`config.mk`:
```
export PLATFORM = sky130hd
export DESIGN_NAME = power_mode_and_wake_sequencer
export DESIGN_NICKNAME = d
export VERILOG_FILES = /design/src/logic/pwr_seq_pkg.sv /design/src/logic/power_mode_and_wake_sequencer.sv
export SDC_FILE = /design/constraint.sdc
export NUM_CORES = 1
export LEC_CHECK = 0
export ABC_AREA = 1
export ABC_CLOCK_PERIOD_IN_PS = 2000
export BUFFER_PORTS_ARGS = -buffer_cell sky130_fd_sc_hd__buf_4
export CORE_MARGIN = 1.5
export CORE_UTILIZATION = 40
export CTS_BUF_LIST = sky130_fd_sc_hd__clkbuf_4
export CTS_CLUSTER_SIZE = 24
export DETAILED_ROUTE_END_ITERATION = 6
export HOLD_SLACK_MARGIN = 0.06
export PLACE_DENSITY_LB_ADDON = 0.15
export SLEW_MARGIN = 20
export SYNTH_ARGS = -nofsm -noshare
export SYNTH_HDL_FRONTEND = slang
export SYNTH_SLANG_ARGS = --single-unit
```
`constraint.sdc`:
```
create_clock -name clk_sys_i -period 2 [get_ports clk_sys_i]
set_clock_uncertainty 0.1 [all_clocks]
set_input_delay 0.5 -clock clk_sys_i [delete_from_list [all_inputs] [get_ports clk_sys_i]]
set_output_delay 0.5 -clock clk_sys_i [all_outputs]
set_load 0.01 [all_outputs]
```
`src/logic/pwr_seq_pkg.sv`:
```
// Package for the power mode and wake sequencer: register map, fields, timing.
// Assumes a 125 MHz system clock and a 32-bit Avalon-MM register slave.
package pwr_seq_pkg;
  // Register byte addresses
  localparam logic [3:0] power_control_addr = 4'h0;
  localparam logic [3:0] auxiliary_control_addr = 4'h4;
  localparam logic [3:0] watchdog_ctrl_addr = 4'h8;
  localparam logic [3:0] status_addr = 4'hc;
  // Power control fields
  localparam int idle_bit = 0;
  localparam int pdown_bit = 1;
  // Auxiliary control fields
  localparam int brownout_detect_bit = 0;
  localparam int low_power_brownout_bit = 1;
  // Watchdog control fields
  localparam int wd_enable_bit = 0;
  localparam int wd_reset_en_bit = 1;
  localparam int wd_clear_bit = 2;
  localparam int wd_clock_select_bit = 3;
  localparam int wd_irq_flag_bit = 4;
  localparam int wd_reset_flag_bit = 5;
  // Reset values
  localparam logic [1:0] power_control_rst = 2'h0;
  localparam logic [1:0] auxiliary_control_rst = 2'h0;
  localparam logic [15:0] reset_vector = 16'h0000;
  // Timing
  localparam int states_per_cycle = 4;
  localparam int rst_hold_cycles = 2;
  localparam int wd_reset_delay_clk = 512;
  localparam logic [9:0] wd_reset_delay = 10'h200;
  localparam logic [15:0] wd_timeout_default = 16'hffff;
  // Machine cycle states, Gray coded
  typedef enum logic [1:0] {
    st_c1 = 2'b00,
    st_c2 = 2'b01,
    st_c3 = 2'b11,
    st_c4 = 2'b10
  } cycle_state_e;
  // Power modes, Gray coded
  typedef enum logic [1:0] {
    mode_run = 2'b00,
    mode_idle = 2'b01,
    mode_pdown = 2'b11,
    mode_reset = 2'b10
  } power_mode_e;
endpackage : pwr_seq_pkg

```
`src/logic/power_mode_and_wake_sequencer.sv`:
```
// Power mode and wake sequencer: machine-cycle pacing, idle and power-down,
// wake by interrupt or reset, external reset pin sampling, watchdog.
// Assumes the core fetches one opcode byte per fetch strobe and honours
// the clock enables; reset pin and interrupt pins are synchronous inputs.
`timescale 1ns/1ns
module power_mode_and_wake_sequencer (
  input wire logic clk_sys_i,
  input wire logic rst_i,
  input wire logic [3:0] avs_address_i,
  input wire logic avs_read_i,
  input wire logic avs_write_i,
  input wire logic [31:0] avs_writedata_i,
  input wire logic [3:0] avs_byteenable_i,
  output logic [31:0] avs_readdata_o,
  output logic avs_waitrequest_o,
  input wire logic ext_reset_n_i,
  input wire logic por_i,
  input wire logic brownout_reset_i,
  input wire logic global_irq_enable_i,
  input wire logic ext_irq_i,
  input wire logic keypad_interrupt_i,
  input wire logic adc_irq_i,
  input wire logic periph_irq_i,
  input wire logic instr_end_i,
  input wire logic irq_return_i,
  input wire logic [7:0] port_latch_i,
  input wire logic [7:0] port_drive_i,
  output logic [1:0] cycle_state_o,
  output logic fetch_strobe_o,
  output logic cpu_clk_en_o,
  output logic periph_clk_en_o,
  output logic osc_en_o,
  output logic rc_clk_en_o,
  output logic core_reset_o,
  output logic [15:0] reset_vector_o,
  output logic irq_take_o,
  output logic skip_next_o,
  output logic [7:0] port_out_o,
  output logic [1:0] power_mode_o
);
  pwr_seq_pkg::cycle_state_e state;
  pwr_seq_pkg::cycle_state_e next_state;
  pwr_seq_pkg::power_mode_e mode;
  pwr_seq_pkg::power_mode_e next_mode;
  logic [1:0] power_control_reg;
  logic [1:0] auxiliary_control_reg;
  logic wd_enable, wd_reset_en, watchdog_clock_select, wd_irq_flag, watchdog_reset_flag;
  logic [15:0] wd_count;
  logic [9:0] wd_delay;
  logic wd_delay_run;
  logic [1:0] rst_low_cnt;
  logic [1:0] rst_hold_cnt;
  logic ext_reset_active;
  logic [1:0] wd_rst_cnt;
  logic pending_pd;
  logic pending_idle;
  logic woke_idle;
  logic [7:0] port_hold;
  logic [31:0] next_readdata;

  // Bus decode; the slave answers in the same cycle, so waitrequest stays low
  wire bus_wr = avs_write_i && avs_byteenable_i[0];
  wire wr_power_ctrl = bus_wr && avs_address_i == pwr_seq_pkg::power_control_addr;
  wire wr_aux = bus_wr && avs_address_i == pwr_seq_pkg::auxiliary_control_addr;
  wire wr_wd = bus_wr && avs_address_i == pwr_seq_pkg::watchdog_ctrl_addr;
  wire in_c4 = state == pwr_seq_pkg::st_c4;
  wire pd_req = wr_power_ctrl && avs_writedata_i[pwr_seq_pkg::pdown_bit];
  wire idle_req = wr_power_ctrl && avs_writedata_i[pwr_seq_pkg::idle_bit] && !pd_req;
  wire wd_clear = wr_wd && avs_writedata_i[pwr_seq_pkg::wd_clear_bit];
  wire wd_timeout = wd_enable && wd_count == 16'h0000;
  wire wd_fire = wd_delay_run && wd_delay == 10'h000 && wd_reset_en;
  // Oscillator-clocked watchdog cannot run in power-down
  wire wd_runs = mode != pwr_seq_pkg::mode_pdown || !watchdog_clock_select;
  wire idle_wake = periph_irq_i || wd_irq_flag || adc_irq_i || keypad_interrupt_i
                   || (global_irq_enable_i && ext_irq_i);
  wire pd_wake = (global_irq_enable_i && ext_irq_i) || keypad_interrupt_i || adc_irq_i
                 || (wd_irq_flag && !watchdog_clock_select);
  wire any_reset = ext_reset_active || brownout_reset_i || wd_rst_cnt != 2'h0;

  // Machine cycle sequencer; frozen only in power-down
  always_comb begin
    case (state)
      pwr_seq_pkg::st_c1: next_state = pwr_seq_pkg::st_c2;
      pwr_seq_pkg::st_c2: next_state = pwr_seq_pkg::st_c3;
      pwr_seq_pkg::st_c3: next_state = pwr_seq_pkg::st_c4;
      pwr_seq_pkg::st_c4: next_state = pwr_seq_pkg::st_c1;
      default: next_state = pwr_seq_pkg::st_c1;
    endcase
  end

  always_ff @(posedge clk_sys_i or posedge rst_i) begin
    if (rst_i) begin
      state <= pwr_seq_pkg::st_c1;
    end else if (mode != pwr_seq_pkg::mode_pdown) begin
      state <= next_state;
    end
  end

  // Power mode transitions; reset outranks wake, which outranks entry
  always_comb begin
    next_mode = mode;
    case (mode)
      pwr_seq_pkg::mode_run: begin
        if (any_reset) begin
          next_mode = pwr_seq_pkg::mode_reset;
        end else if (instr_end_i && pending_pd) begin
          next_mode = pwr_seq_pkg::mode_pdown;
        end else if (instr_end_i && pending_idle) begin
          next_mode = pwr_seq_pkg::mode_idle;
        end
      end
      pwr_seq_pkg::mode_idle: begin
        if (any_reset) begin
          next_mode = pwr_seq_pkg::mode_reset;
        end else if (idle_wake) begin
          next_mode = pwr_seq_pkg::mode_run;
        end
      end
      pwr_seq_pkg::mode_pdown: begin
        if (!ext_reset_n_i || brownout_reset_i || wd_rst_cnt != 2'h0) begin
          next_mode = pwr_seq_pkg::mode_reset;
        end else if (pd_wake) begin
          next_mode = pwr_seq_pkg::mode_run;
        end
      end
      pwr_seq_pkg::mode_reset: begin
        if (!any_reset) begin
          next_mode = pwr_seq_pkg::mode_run;
        end
      end
      default: next_mode = pwr_seq_pkg::mode_reset;
    endcase
  end

  always_ff @(posedge clk_sys_i or posedge rst_i) begin
    if (rst_i) begin
      mode <= pwr_seq_pkg::mode_reset;
    end else begin
      mode <= next_mode;
    end
  end

  // Pending entry requests wait for the writing instruction to finish
  always_ff @(posedge clk_sys_i or posedge rst_i) begin
    if (rst_i) begin
      pending_pd <= 1'b0;
      pending_idle <= 1'b0;
    end else if (mode == pwr_seq_pkg::mode_reset) begin
      pending_pd <= 1'b0;
      pending_idle <= 1'b0;
    end else begin
      pending_pd <= pd_req || (pending_pd && !(instr_end_i && mode == pwr_seq_pkg::mode_run));
      pending_idle <= idle_req
                      || (pending_idle && !(instr_end_i && mode == pwr_seq_pkg::mode_run));
    end
  end

  // Power control bits; hardware clears them on wake, which the set may override
  always_ff @(posedge clk_sys_i or posedge rst_i) begin
    if (rst_i) begin
      power_control_reg <= pwr_seq_pkg::power_control_rst;
    end else if (pd_req) begin
      power_control_reg <= 2'h2;
    end else if (idle_req) begin
      power_control_reg <= 2'h1;
    end else if (mode == pwr_seq_pkg::mode_reset || next_mode == pwr_seq_pkg::mode_run) begin
      if (mode != pwr_seq_pkg::mode_run) begin
        power_control_reg <= pwr_seq_pkg::power_control_rst;
      end
    end
  end

  // Auxiliary and watchdog control bits
  always_ff @(posedge clk_sys_i or posedge rst_i) begin
    if (rst_i) begin
      auxiliary_control_reg <= pwr_seq_pkg::auxiliary_control_rst;
      wd_enable <= 1'b0;
      wd_reset_en <= 1'b0;
      watchdog_clock_select <= 1'b0;
    end else if (mode == pwr_seq_pkg::mode_reset) begin
      auxiliary_control_reg <= pwr_seq_pkg::auxiliary_control_rst;
      wd_reset_en <= 1'b0;
    end else begin
      if (wr_aux) begin
        auxiliary_control_reg <= avs_writedata_i[1:0];
      end
      if (wr_wd) begin
        wd_enable <= avs_writedata_i[pwr_seq_pkg::wd_enable_bit];
        wd_reset_en <= avs_writedata_i[pwr_seq_pkg::wd_reset_en_bit];
        watchdog_clock_select <= avs_writedata_i[pwr_seq_pkg::wd_clock_select_bit];
      end
    end
  end

  // Watchdog counter keeps running in idle; time-out flag set wins over clear
  always_ff @(posedge clk_sys_i or posedge rst_i) begin
    if (rst_i) begin
      wd_count <= pwr_seq_pkg::wd_timeout_default;
      wd_irq_flag <= 1'b0;
      wd_delay <= pwr_seq_pkg::wd_reset_delay;
      wd_delay_run <= 1'b0;
    end else if (mode == pwr_seq_pkg::mode_reset || wd_clear) begin
      wd_count <= pwr_seq_pkg::wd_timeout_default;
      wd_irq_flag <= mode != pwr_seq_pkg::mode_reset && wd_runs && wd_timeout;
      wd_delay <= pwr_seq_pkg::wd_reset_delay;
      wd_delay_run <= 1'b0;
    end else if (wd_runs && wd_enable) begin
      wd_count <= wd_timeout ? pwr_seq_pkg::wd_timeout_default : wd_count - 16'h0001;
      if (wd_timeout) begin
        wd_irq_flag <= 1'b1;
        wd_delay_run <= 1'b1;
        wd_delay <= pwr_seq_pkg::wd_reset_delay - 10'h001;
      end else if (wd_delay_run && wd_delay != 10'h000) begin
        wd_delay <= wd_delay - 10'h001;
      end
    end
  end

  // Reset pin sampled in C4 (every clock in power-down), accepted after two low samples (one in power-down), held two cycles after
  always_ff @(posedge clk_sys_i or posedge rst_i) begin
    if (rst_i) begin
      rst_low_cnt <= 2'h0;
      rst_hold_cnt <= 2'h0;
      ext_reset_active <= 1'b0;
      wd_rst_cnt <= 2'h0;
    end else begin
      if (in_c4 || mode == pwr_seq_pkg::mode_pdown) begin
        if (!ext_reset_n_i) begin
          rst_low_cnt <= (rst_low_cnt == 2'h2) ? rst_low_cnt : rst_low_cnt + 2'h1;
          if (rst_low_cnt == 2'h1 || mode == pwr_seq_pkg::mode_pdown) begin
            ext_reset_active <= 1'b1;
            rst_hold_cnt <= 2'h2;
          end
        end else begin
          rst_low_cnt <= 2'h0;
          if (rst_hold_cnt != 2'h0) begin
            rst_hold_cnt <= rst_hold_cnt - 2'h1;
          end else begin
            ext_reset_active <= 1'b0;
          end
        end
      end
      if (wd_fire) begin
        wd_rst_cnt <= 2'h2;
      end else if (in_c4 && wd_rst_cnt != 2'h0) begin
        wd_rst_cnt <= wd_rst_cnt - 2'h1;
      end
    end
  end

  // Reset source flag: power-on clears, watchdog sets, external keeps
  always_ff @(posedge clk_sys_i or posedge rst_i) begin
    if (rst_i) begin
      watchdog_reset_flag <= 1'b0;
    end else if (por_i) begin
      watchdog_reset_flag <= 1'b0;
    end else if (wd_fire) begin
      watchdog_reset_flag <= 1'b1;
    end
  end

  // Wake origin: an idle wake returns to the idling point, a power-down
  // wake to the next instruction; the core keeps its PC frozen either way
  always_ff @(posedge clk_sys_i or posedge rst_i) begin
    if (rst_i) begin
      woke_idle <= 1'b0;
    end else if (mode == pwr_seq_pkg::mode_idle && next_mode == pwr_seq_pkg::mode_run) begin
      woke_idle <= 1'b1;
    end else if (mode == pwr_seq_pkg::mode_pdown && next_mode == pwr_seq_pkg::mode_run) begin
      woke_idle <= 1'b0;
    end else if (irq_return_i) begin
      woke_idle <= 1'b0;
    end
  end

  // Port levels captured on entry to idle; in power-down the outputs follow the port latch values
  always_ff @(posedge clk_sys_i or posedge rst_i) begin
    if (rst_i) begin
      port_hold <= 8'hff;
    end else if (mode == pwr_seq_pkg::mode_run) begin
      port_hold <= port_drive_i;
    end
  end

  always_ff @(posedge clk_sys_i or posedge rst_i) begin
    if (rst_i) begin
      port_out_o <= 8'hff;
    end else if (next_mode == pwr_seq_pkg::mode_pdown) begin
      port_out_o <= port_latch_i;
    end else if (next_mode == pwr_seq_pkg::mode_idle) begin
      port_out_o <= port_hold;
    end else begin
      port_out_o <= port_drive_i;
    end
  end

  // Read data mux
  always_comb begin
    next_readdata = 32'h0000_0000;
    case (avs_address_i)
      pwr_seq_pkg::power_control_addr: next_readdata[1:0] = power_control_reg;
      pwr_seq_pkg::auxiliary_control_addr: next_readdata[1:0] = auxiliary_control_reg;
      pwr_seq_pkg::watchdog_ctrl_addr: begin
        next_readdata[pwr_seq_pkg::wd_enable_bit] = wd_enable;
        next_readdata[pwr_seq_pkg::wd_reset_en_bit] = wd_reset_en;
        next_readdata[pwr_seq_pkg::wd_clock_select_bit] = watchdog_clock_select;
        next_readdata[pwr_seq_pkg::wd_irq_flag_bit] = wd_irq_flag;
        next_readdata[pwr_seq_pkg::wd_reset_flag_bit] = watchdog_reset_flag;
      end
      pwr_seq_pkg::status_addr: next_readdata[3:0] = {mode, state};
      default: next_readdata = 32'h0000_0000;
    endcase
  end

  assign avs_readdata_o = avs_read_i ? next_readdata : 32'h0000_0000;
  assign avs_waitrequest_o = 1'b0;

  // Clock enables and core controls
  assign cycle_state_o = state;
  assign power_mode_o = mode;
  assign fetch_strobe_o = mode == pwr_seq_pkg::mode_run && state == pwr_seq_pkg::st_c1;
  assign cpu_clk_en_o = mode == pwr_seq_pkg::mode_run;
  assign periph_clk_en_o = mode != pwr_seq_pkg::mode_pdown;
  assign osc_en_o = mode != pwr_seq_pkg::mode_pdown;
  assign rc_clk_en_o = mode == pwr_seq_pkg::mode_pdown
                       && auxiliary_control_reg[pwr_seq_pkg::low_power_brownout_bit]
                       && !auxiliary_control_reg[pwr_seq_pkg::brownout_detect_bit];
  assign core_reset_o = mode == pwr_seq_pkg::mode_reset;
  assign reset_vector_o = pwr_seq_pkg::reset_vector;
  assign irq_take_o = mode != pwr_seq_pkg::mode_run && next_mode == pwr_seq_pkg::mode_run
                      && mode != pwr_seq_pkg::mode_reset;
  assign skip_next_o = mode == pwr_seq_pkg::mode_idle && any_reset;
endmodule : power_mode_and_wake_sequencer

```
==> flow_metrics.tcl, run 1 <==
set metrics [dict create \
    htree_levels 3 \
    synth_warnings 0 \
    period_share_pct 120 \
    first_pass_iters 4 \
    crit_arrival_ns 1.81 \
    numCtsBuffers 9 \
    crit_chain "inv_2 > ha_4 > nand2_2 > nor2_2 > nand2_1 > nand2_1 > nand2_1 > nor2_1 > nand2_1 > inv_2 > buf_6" \
    final_antenna_net_count 0 \
    violations "negative setup slack" \
    antenna_cells 0 \
    setup_viol 47 \
    power_density_nw_per_um2 803 \
    grt_usage_pct 18.2 \
    clk_pin_slew_worst_paths_ns 0.11 \
    area_growth_pct 31.4 \
    start_util_pct 41.6 \
    crit_fanout 3 \
    critical_path_class "reg2out" \
    max_stage_delay_ns 0.41 \
    startpoint_type "flip-flop" \
    dpl.hpwl_mm 6.78 \
    core-area_um2 9820 \
    grt_max_degree 66 \
    grt_setup_unrepaired "true" \
    synth_commonest_cells "nand2_1 (129), nand3_1 (76), nor2_1 (65), inv_1 (57), buf_4 (45)" \
    drive_gt1_share_pct 32.8 \
    drv_slew 0 \
    largest_reg_flops 16 \
    overflow 0 \
    required_ns 1.40 \
    hold_end "watchdog_reset_flag" \
    place_congestion 0.875 \
    holdPathStages 2 \
    wl_per_cell_um 12.5 \
    antenna_found_initial 0 \
    p_leak_nw 2.68 \
    rr_endpoint "wd_count[5]" \
    fmax_mhz 416 \
    drt_iter0_markers 124 \
    yosysUniqueCellTypes 36 \
    clock_latency_ns 0.42 \
    status "complete, but fails checks" \
    r2r_setup_slack_ns -0.28 \
    end_kind "output pin" \
    fin_crit_ns 2.41 \
    utilization_pct 54.6 \
    die_h_um 104 \
    grt_pass1_vias 3515 \
    wl_mm 10.1 \
    reg2reg_depth 14 \
    final_nets 745 \
    postSynth.asyncResetShare_pct 100 \
    cts_buffer_depth 2 \
    yosys.cell_count.top_type "nand2_1" \
    ys_ff_latch 65 \
    core.rowCount 36 \
    yosys.area.top_type "dfstp_2" \
    via_per_inst 4.72 \
    netlist_instances 544 \
    via_count 3809 \
    synth_area_leaders "dfstp_2 (22%), dfrtp_1 (19%), nand2_1 (12%)" \
    grt_pass1_wl_mm 16.3 \
    slowest_stage "dfrtp_1" \
    hold_viol_final 0 \
    clock_sinks 65 \
    die-area_um2 10800 \
    r2r_start "power_mode_o[1]" \
    syn_area_per_cell_um2 7.50 \
    worstHoldStart "por_i" \
    ir_drop_mv 0.371 \
    ys_seq_area_share_pct 40.9 \
    fin_ws_ns -0.405 \
    drc 0 \
    top_regs "wd_count (16), wd_delay (10)" \
    pin_count 139 \
    cts_tree "built" \
    cts_root_buffer "clkbuf_4" \
    synth_top_area_share_pct 21.9 \
    synth_flop_cell "dfstp_2" \
    regMostFlops "wd_count" \
    min_path_type "in2reg" \
    synth_area_um2 4080 \
    die_width_um 104 \
    holdWs_ns 0.141 \
    cp_common_cell "nand2_1" \
    drv_cap 0 \
    io_buffers 63 \
    synth_edf_count 0 \
]
## metal layers
layer	share of wire [%]	GRT usage (%)
met1	46	24.3
met2	48	29.5
met3	4.6	4.14
met4	1.5	5.36
met5	0	0
## metrics by stage
step	cells	setup TNS (ns)	power, mW	setup WS, ns	instance area (um2)
finish	807	-9.13	4.30	-0.405	5360
global route	807	-13.74	4.62	-0.542	5360
CTS	787	-3.53	4.11	-0.374	5050
detailed placement	755	-0.633	3.02	-0.163	4700
global placement	755	-0.521	2.99	-0.133	4700
floorplan	586	0	2.72	0.0365	4250
## repair_timing
item / in CTS / in global routing
cloned: 0 / 3
endpoints found under the hold margin: 7 / 0
endpoints found under the setup margin: 13 / 51
hold buffers: 1 / 0
buffers inserted: 15 / 17
pin swaps: 11 / 12
gates resized for setup: 20 / 35
## power by group
group | leakage, nW | total, mW | internal [mW] | switching (mW)
Combinational | 1.84 | 1.59 | 0.693 | 0.895
Clock | 0.0808 | 1.00 | 0.495 | 0.509
Sequential | 0.762 | 1.71 | 1.59 | 0.126
Total | 2.68 | 4.30 | 2.77 | 1.53
## how the worst max path moves through the flow
stage,slack [ns],startpoint,end
floorplan,0.04,power_mode_o[1],irq_take_o
global placement,-0.13,avs_address_i[1],avs_readdata_o[1]
detailed placement,-0.16,avs_address_i[1],avs_readdata_o[1]
CTS,-0.37,power_mode_o[1],irq_take_o
global route,-0.54,wd_rst_cnt[0],irq_take_o
finish,-0.41,wd_rst_cnt[0],irq_take_o
## cell usage in the layout, fill, tap and decap left out, drive strengths merged
master,n
or2,3
buf,122
o211ai,1
mux2,1
o32ai,1
dlygate4sd3,1
nand2,139
ha,6
a21oi,13
nand4,5
nand3b,7
nor3,8
clkinv,5
nand3,82
xnor2,1
xor2,2
clkbuf,10
nor2,66
o21ai,27
o22ai,4
dfrtp,31
dfstp,34
inv,58
conb,43
bufinv,2
clkinvlp,2
## area by class of cell
| cell class | instances | area, um2 |
|---|---|---|
| timing repair buffer | 124 | 1050 |
| inverter | 60 | 231 |
| clock inverter | 7 | 85.1 |
| multi-input combinational | 409 | 2090 |
| sequential | 65 | 1670 |
| tap | 133 | 166 |
| fill | 975 | 4460 |
| clock buffer | 9 | 67.6 |
## worst max-delay path, delay by kind of cell (launching register included)
kind	cells	cell delay [ns]
adder cells (fa/ha/maj)	1	0.15
buffers and inverters	3	0.24
flip-flops	1	0.41
AND/OR/NAND/NOR	7	0.58
## logic make-up after synthesis
| logic type | after synthesis | synth area share [%] |
|---|---|---|
| xor+xnor | 3 | 0.644 |
| other cells | 1 | 0.0919 |
| buf+inv | 114 | 15.9 |
| simple gates | 308 | 34.3 |
| fa+ha+maj | 6 | 1.84 |
| flops | 65 | 40.9 |
| compound gates | 46 | 6.01 |
| mux | 1 | 0.276 |
No activity file was read; power rests on OpenSTA's default activity.
==> inputs of run 2 (changes only) <==
Settings changed: SETUP_SLACK_MARGIN set to 0.4.
==> flow_metrics.tcl, run 2 (same netlist as run 1, synthesis figures left out) <==
set metrics [dict create \
    use_met3_pct 3.13 \
    r2r_start "power_mode_o[0]" \
    io_buffers 63 \
    die_width_um 104 \
    drc 0 \
    final_area_um2 5870 \
    drv_slew 0 \
    core-area_um2 9820 \
    setup_viol 8 \
    dpl.hpwl_mm 6.94 \
    utilization_pct 59.8 \
    p_leak_nw 2.82 \
    cts_tree "built" \
    place_congestion 0.892 \
    grt_setup_unrepaired "true" \
    gr-usage-met2_pct 31.2 \
    drt_iter0_markers 127 \
    status "complete, but fails checks" \
    reg2reg_depth 10 \
    instances_no_fill 814 \
    wl_per_cell_um 12.6 \
    grt_use_met1_pct 24.7 \
    place_area_um2 4940 \
    final_nets 752 \
    htree_levels 3 \
    final_common_cell "nand2_1" \
    fin_crit_ns 2.35 \
    startpoint_type "flip-flop" \
    fmax_mhz 425 \
    dp_slack_ns -0.0146 \
    die-area_um2 10800 \
    crit_fanout 6 \
    clock_latency_ns 0.42 \
    holdPathStages 2 \
    power_density_nw_per_um2 808 \
    ir_drop_mv 0.550 \
    first_pass_iters 4 \
    period_share_pct 118 \
    clk_pin_slew_worst_paths_ns 0.11 \
    required_ns 1.40 \
    grt_max_degree 60 \
    setup_tns_ns -1.17 \
    antenna_found_initial 0 \
    final_antenna_net_count 0 \
    violations "negative setup slack" \
    critical_path_class "reg2out" \
    min_path_type "in2reg" \
    grt_pass1_wl_mm 16.7 \
    hold_end "watchdog_reset_flag" \
    pin_count 139 \
    overflow 0 \
    antenna_cells 0 \
    drive_gt1_share_pct 41.3 \
    rr_endpoint "wd_count[14]" \
    die_h_um 104 \
    cts_root_buffer "clkbuf_4" \
    clock_sinks 65 \
    drv_cap 0 \
    hold_viol_final 0 \
    via_per_inst 4.75 \
    via_count 3867 \
    start_util_pct 41.6 \
    grt.busiest_layer "met2" \
    mostFrequentLayoutCells "nand2_1 (120), buf_4 (94), nand3_1 (54), nor2_1 (49), inv_1 (46)" \
    cts_buffer_depth 2 \
    place_inst 761 \
    fin_ws_ns -0.353 \
    crit_arrival_ns 1.75 \
    grt_usage_pct 18.8 \
    numCtsBuffers 9 \
    end_kind "output pin" \
    wl_mm 10.2 \
    core.rowCount 36 \
    top_regs "wd_count (16), wd_delay (10)" \
    worstHoldStart "por_i" \
    largest_reg_flops 16 \
    grt_pass1_vias 3678 \
    regMostFlops "wd_count" \
    area_growth_pct 43.8 \
    r2r_setup_slack_ns 0.09 \
]
==> run 2: metrics by stage <==
stage / power (mW) / hold WS [ns]
final: 4.74 / 0.133
after floorplan: 2.77 / 0.344
after detailed placement: 3.08 / 0.331
after global placement: 3.04 / 0.328
after CTS: 4.60 / 0.114
after global routing: 5.06 / 0.0998
==> run 2: worst max-delay path, cell delays in order (launching register included) <==
cell and delay (ns):
dfstp_2 0.62, inv_2 0.08, nand2_2 0.08, nor3_1 0.05, nand2_1 0.11, nand2_2 0.08, nor2_4 0.10, nand2_2 0.09
inv_2 0.06, buf_6 0.09
==> run 2: worst max-delay path by stage <==
stage	cells after the start	startpoint	slack (ns)	endpoint
6_report	9	power_mode_o[1]	-0.35	irq_take_o
5_1_grt	9	power_mode_o[1]	-0.45	irq_take_o
4_1_cts	9	power_mode_o[1]	-0.41	irq_take_o
3_5_place_dp	11	brownout_reset_i	-0.01	irq_take_o
3_3_place_gp	6	avs_address_i[1]	-0.02	avs_readdata_o[3]
2_1_floorplan	8	power_mode_o[1]	0.14	irq_take_o
==> run 2: layout make-up <==
| cell class | instances | area, um2 |
|---|---|---|
| Clock buffer | 9 | 67.6 |
| Clock inverter | 7 | 125 |
| Fill cell | 923 | 3950 |
| Inverter | 60 | 241 |
| Multi-Input combinational cell | 407 | 2330 |
| Sequential cell | 65 | 1670 |
| Tap cell | 133 | 166 |
| Timing Repair Buffer | 133 | 1270 |
==> run 2: repair_timing <==
action	CTS	global route
hold endpoints to repair	6	0
hold buffers	1	0
setup endpoints to repair	65	71
pin swaps	19	12
buffers inserted	23	9
cloned	3	1
resized for setup	58	36
==> run 2: per-layer routing <==
| layer | part of all wire (%) | vias up | wire length, um |
|---|---|---|---|
| met5 | 0 | - | 0 |
| met4 | 1.4 | 0 | 147 |
| met3 | 3.1 | 13 | 319 |
| met2 | 49 | 77 | 5050 |
| met1 | 46 | 1845 | 4710 |
| li1 | - | 1932 | - |
==> run 2: report_power, final <==
group	total (mW)	leakage, nW	switching (mW)	internal [mW]
Sequential	1.73	0.762	0.145	1.59
Clock	1.19	0.101	0.546	0.645
Combinational	1.81	1.96	0.978	0.837
==> inputs of run 3 (changes only) <==
Settings changed: ABC_CLOCK_PERIOD_IN_PS 2000 to 2830, CORE_UTILIZATION 40 to 41.
Clock period 2 ns to 2.83 ns, I/O delays scaled along.
==> flow_metrics.tcl, run 3 (same netlist as run 1, synthesis figures left out) <==
set metrics [dict create \
    area_growth_pct 19.6 \
    grt_pass1_wl_mm 15.6 \
    hold_viol_final 0 \
    tightestPinTransition_ns 0.636 \
    io_buffers 63 \
    top_regs "wd_count (16), wd_delay (10)" \
    core-area_um2 9730 \
    drc 0 \
    final_nets 699 \
    end_kind "output pin" \
    grt.busiest_layer "met2" \
    p_leak_nw 2.43 \
    wl_mm 9.31 \
    cts_tree "built" \
    pin_count 139 \
    final_common_cell "nand2_1" \
    start_util_pct 42.0 \
    use_met3_pct 3.12 \
    regMostFlops "wd_count" \
    numCtsBuffers 9 \
    grt_usage_pct 18.6 \
    grt_setup_unrepaired "true" \
    grt_max_degree 66 \
    power_density_nw_per_um2 546 \
    place_congestion 0.857 \
    htree_levels 3 \
    crit_fanout 6 \
    ir_drop_mv 0.285 \
    grt_pass1_vias 3420 \
    final_antenna_net_count 0 \
    mostFrequentLayoutCells "nand2_1 (124), nand3_1 (72), buf_4 (71), nor2_1 (59), inv_1 (51)" \
    r2r_start "wd_count[0]" \
    dp_slack_ns 0.154 \
    setup_tns_ns 0 \
    utilization_pct 50.2 \
    gr-usage-met2_pct 31.6 \
    min_path_type "in2async" \
    clock_latency_ns 0.40 \
    drv_cap 0 \
    reg2reg_depth 10 \
    fin_ws_ns 0.225 \
    antenna_cells 0 \
    setup_viol 0 \
    max_slew_margin_pct 57.5 \
    clock_sinks 65 \
    status "finished, final reports clean" \
    cts_root_buffer "clkbuf_4" \
    clk_pin_slew_worst_paths_ns 0.12 \
    die-area_um2 10600 \
    wl_per_cell_um 12.2 \
    cts_hold_buf 0 \
    dpl.hpwl_mm 6.55 \
    grt_use_met1_pct 24.5 \
    drt_iter0_markers 111 \
    antenna_found_initial 0 \
    via_per_inst 4.73 \
    die_h_um 103 \
    fin_crit_ns 2.61 \
    core.rowCount 36 \
    fmax_mhz 384 \
    die_width_um 103 \
    largest_reg_flops 16 \
    startpoint "power_mode_o[1]" \
    required_ns 2.02 \
    period_share_pct 92.1 \
    critical_path_class "reg2out" \
    startpoint_type "flip-flop" \
    first_pass_iters 5 \
    via_count 3597 \
    drv_slew 0 \
    overflow 0 \
    crit_arrival_ns 1.80 \
    drive_gt1_share_pct 28.7 \
    cts_buffer_depth 2 \
]
run 3: cell types whose count changed in the layout (fill, tap and decap cells not counted), moves of 7 or more:
cell,before,now
buf_6,26,8
nor2_4,11,3
buf_12,8,1
nor2_1,49,59
nand3_1,54,72
nand3_2,22,9
buf_4,94,71
run 3: per-layer routing:
layer  share of wire, %  vias to the layer above
met3                4.4                        8
met1                 47                     1686
met4               0.77                        0
met2                 48                       85
met5                  0                        -
li1                   -                     1818
run 3: critical path, cell delays in order, from the launching register on:
cell and delay, ns:
dfstp_2 0.66, inv_2 0.09, nand2_1 0.08, nor3_1 0.05, nand2_1 0.10, nand2_2 0.08
nor2_4 0.13, nand2_2 0.08, inv_2 0.06, buf_6 0.09
run 3: report_power, final:
part           total [mW]  internal [mW]  switching, mW
clock network       0.565          0.189          0.375
registers            1.21           1.12         0.0914
logic               0.890          0.330          0.560
total                2.67           1.64           1.03
run 3: what timing repair did:
item,in CTS,in global routing
setup buffers,6,5
hold endpoints to repair,0,0
setup endpoints to repair,7,8
resized for setup,22,25
pin swaps,9,14
run 3: area by class of cell:
type,instances,area [um2]
fillers,984,4850
clock inverters,7,52.6
well taps,133,166
multi-input cells,407,2050
clock buffers,9,67.6
flip-flops and latches,65,1670
repair buffers,80,643
inverters,60,235
run 3: path summary, 6_finish.rpt:
kind	to	slack (ns)
hold / removal	wd_delay[3]	0.28
max in group asynchronous	wd_count[9]	2.04
min in group clk_sys_i	watchdog_reset_flag	0.34
setup reg to reg	wd_delay[1]	0.65
setup / recovery	irq_take_o	0.22
hold reg to reg	port_hold[5]	0.37
run 3: through the flow:
step	instance area (um2)	hold slack (ns)	cells	power [mW]
after floorplan	4240	0.344	586	1.92
after global placement	4510	0.349	734	2.03
after detailed placement	4510	0.358	734	2.07
after CTS	4750	0.274	756	2.68
after global routing	4880	0.288	761	2.90
final	4880	0.277	761	2.67
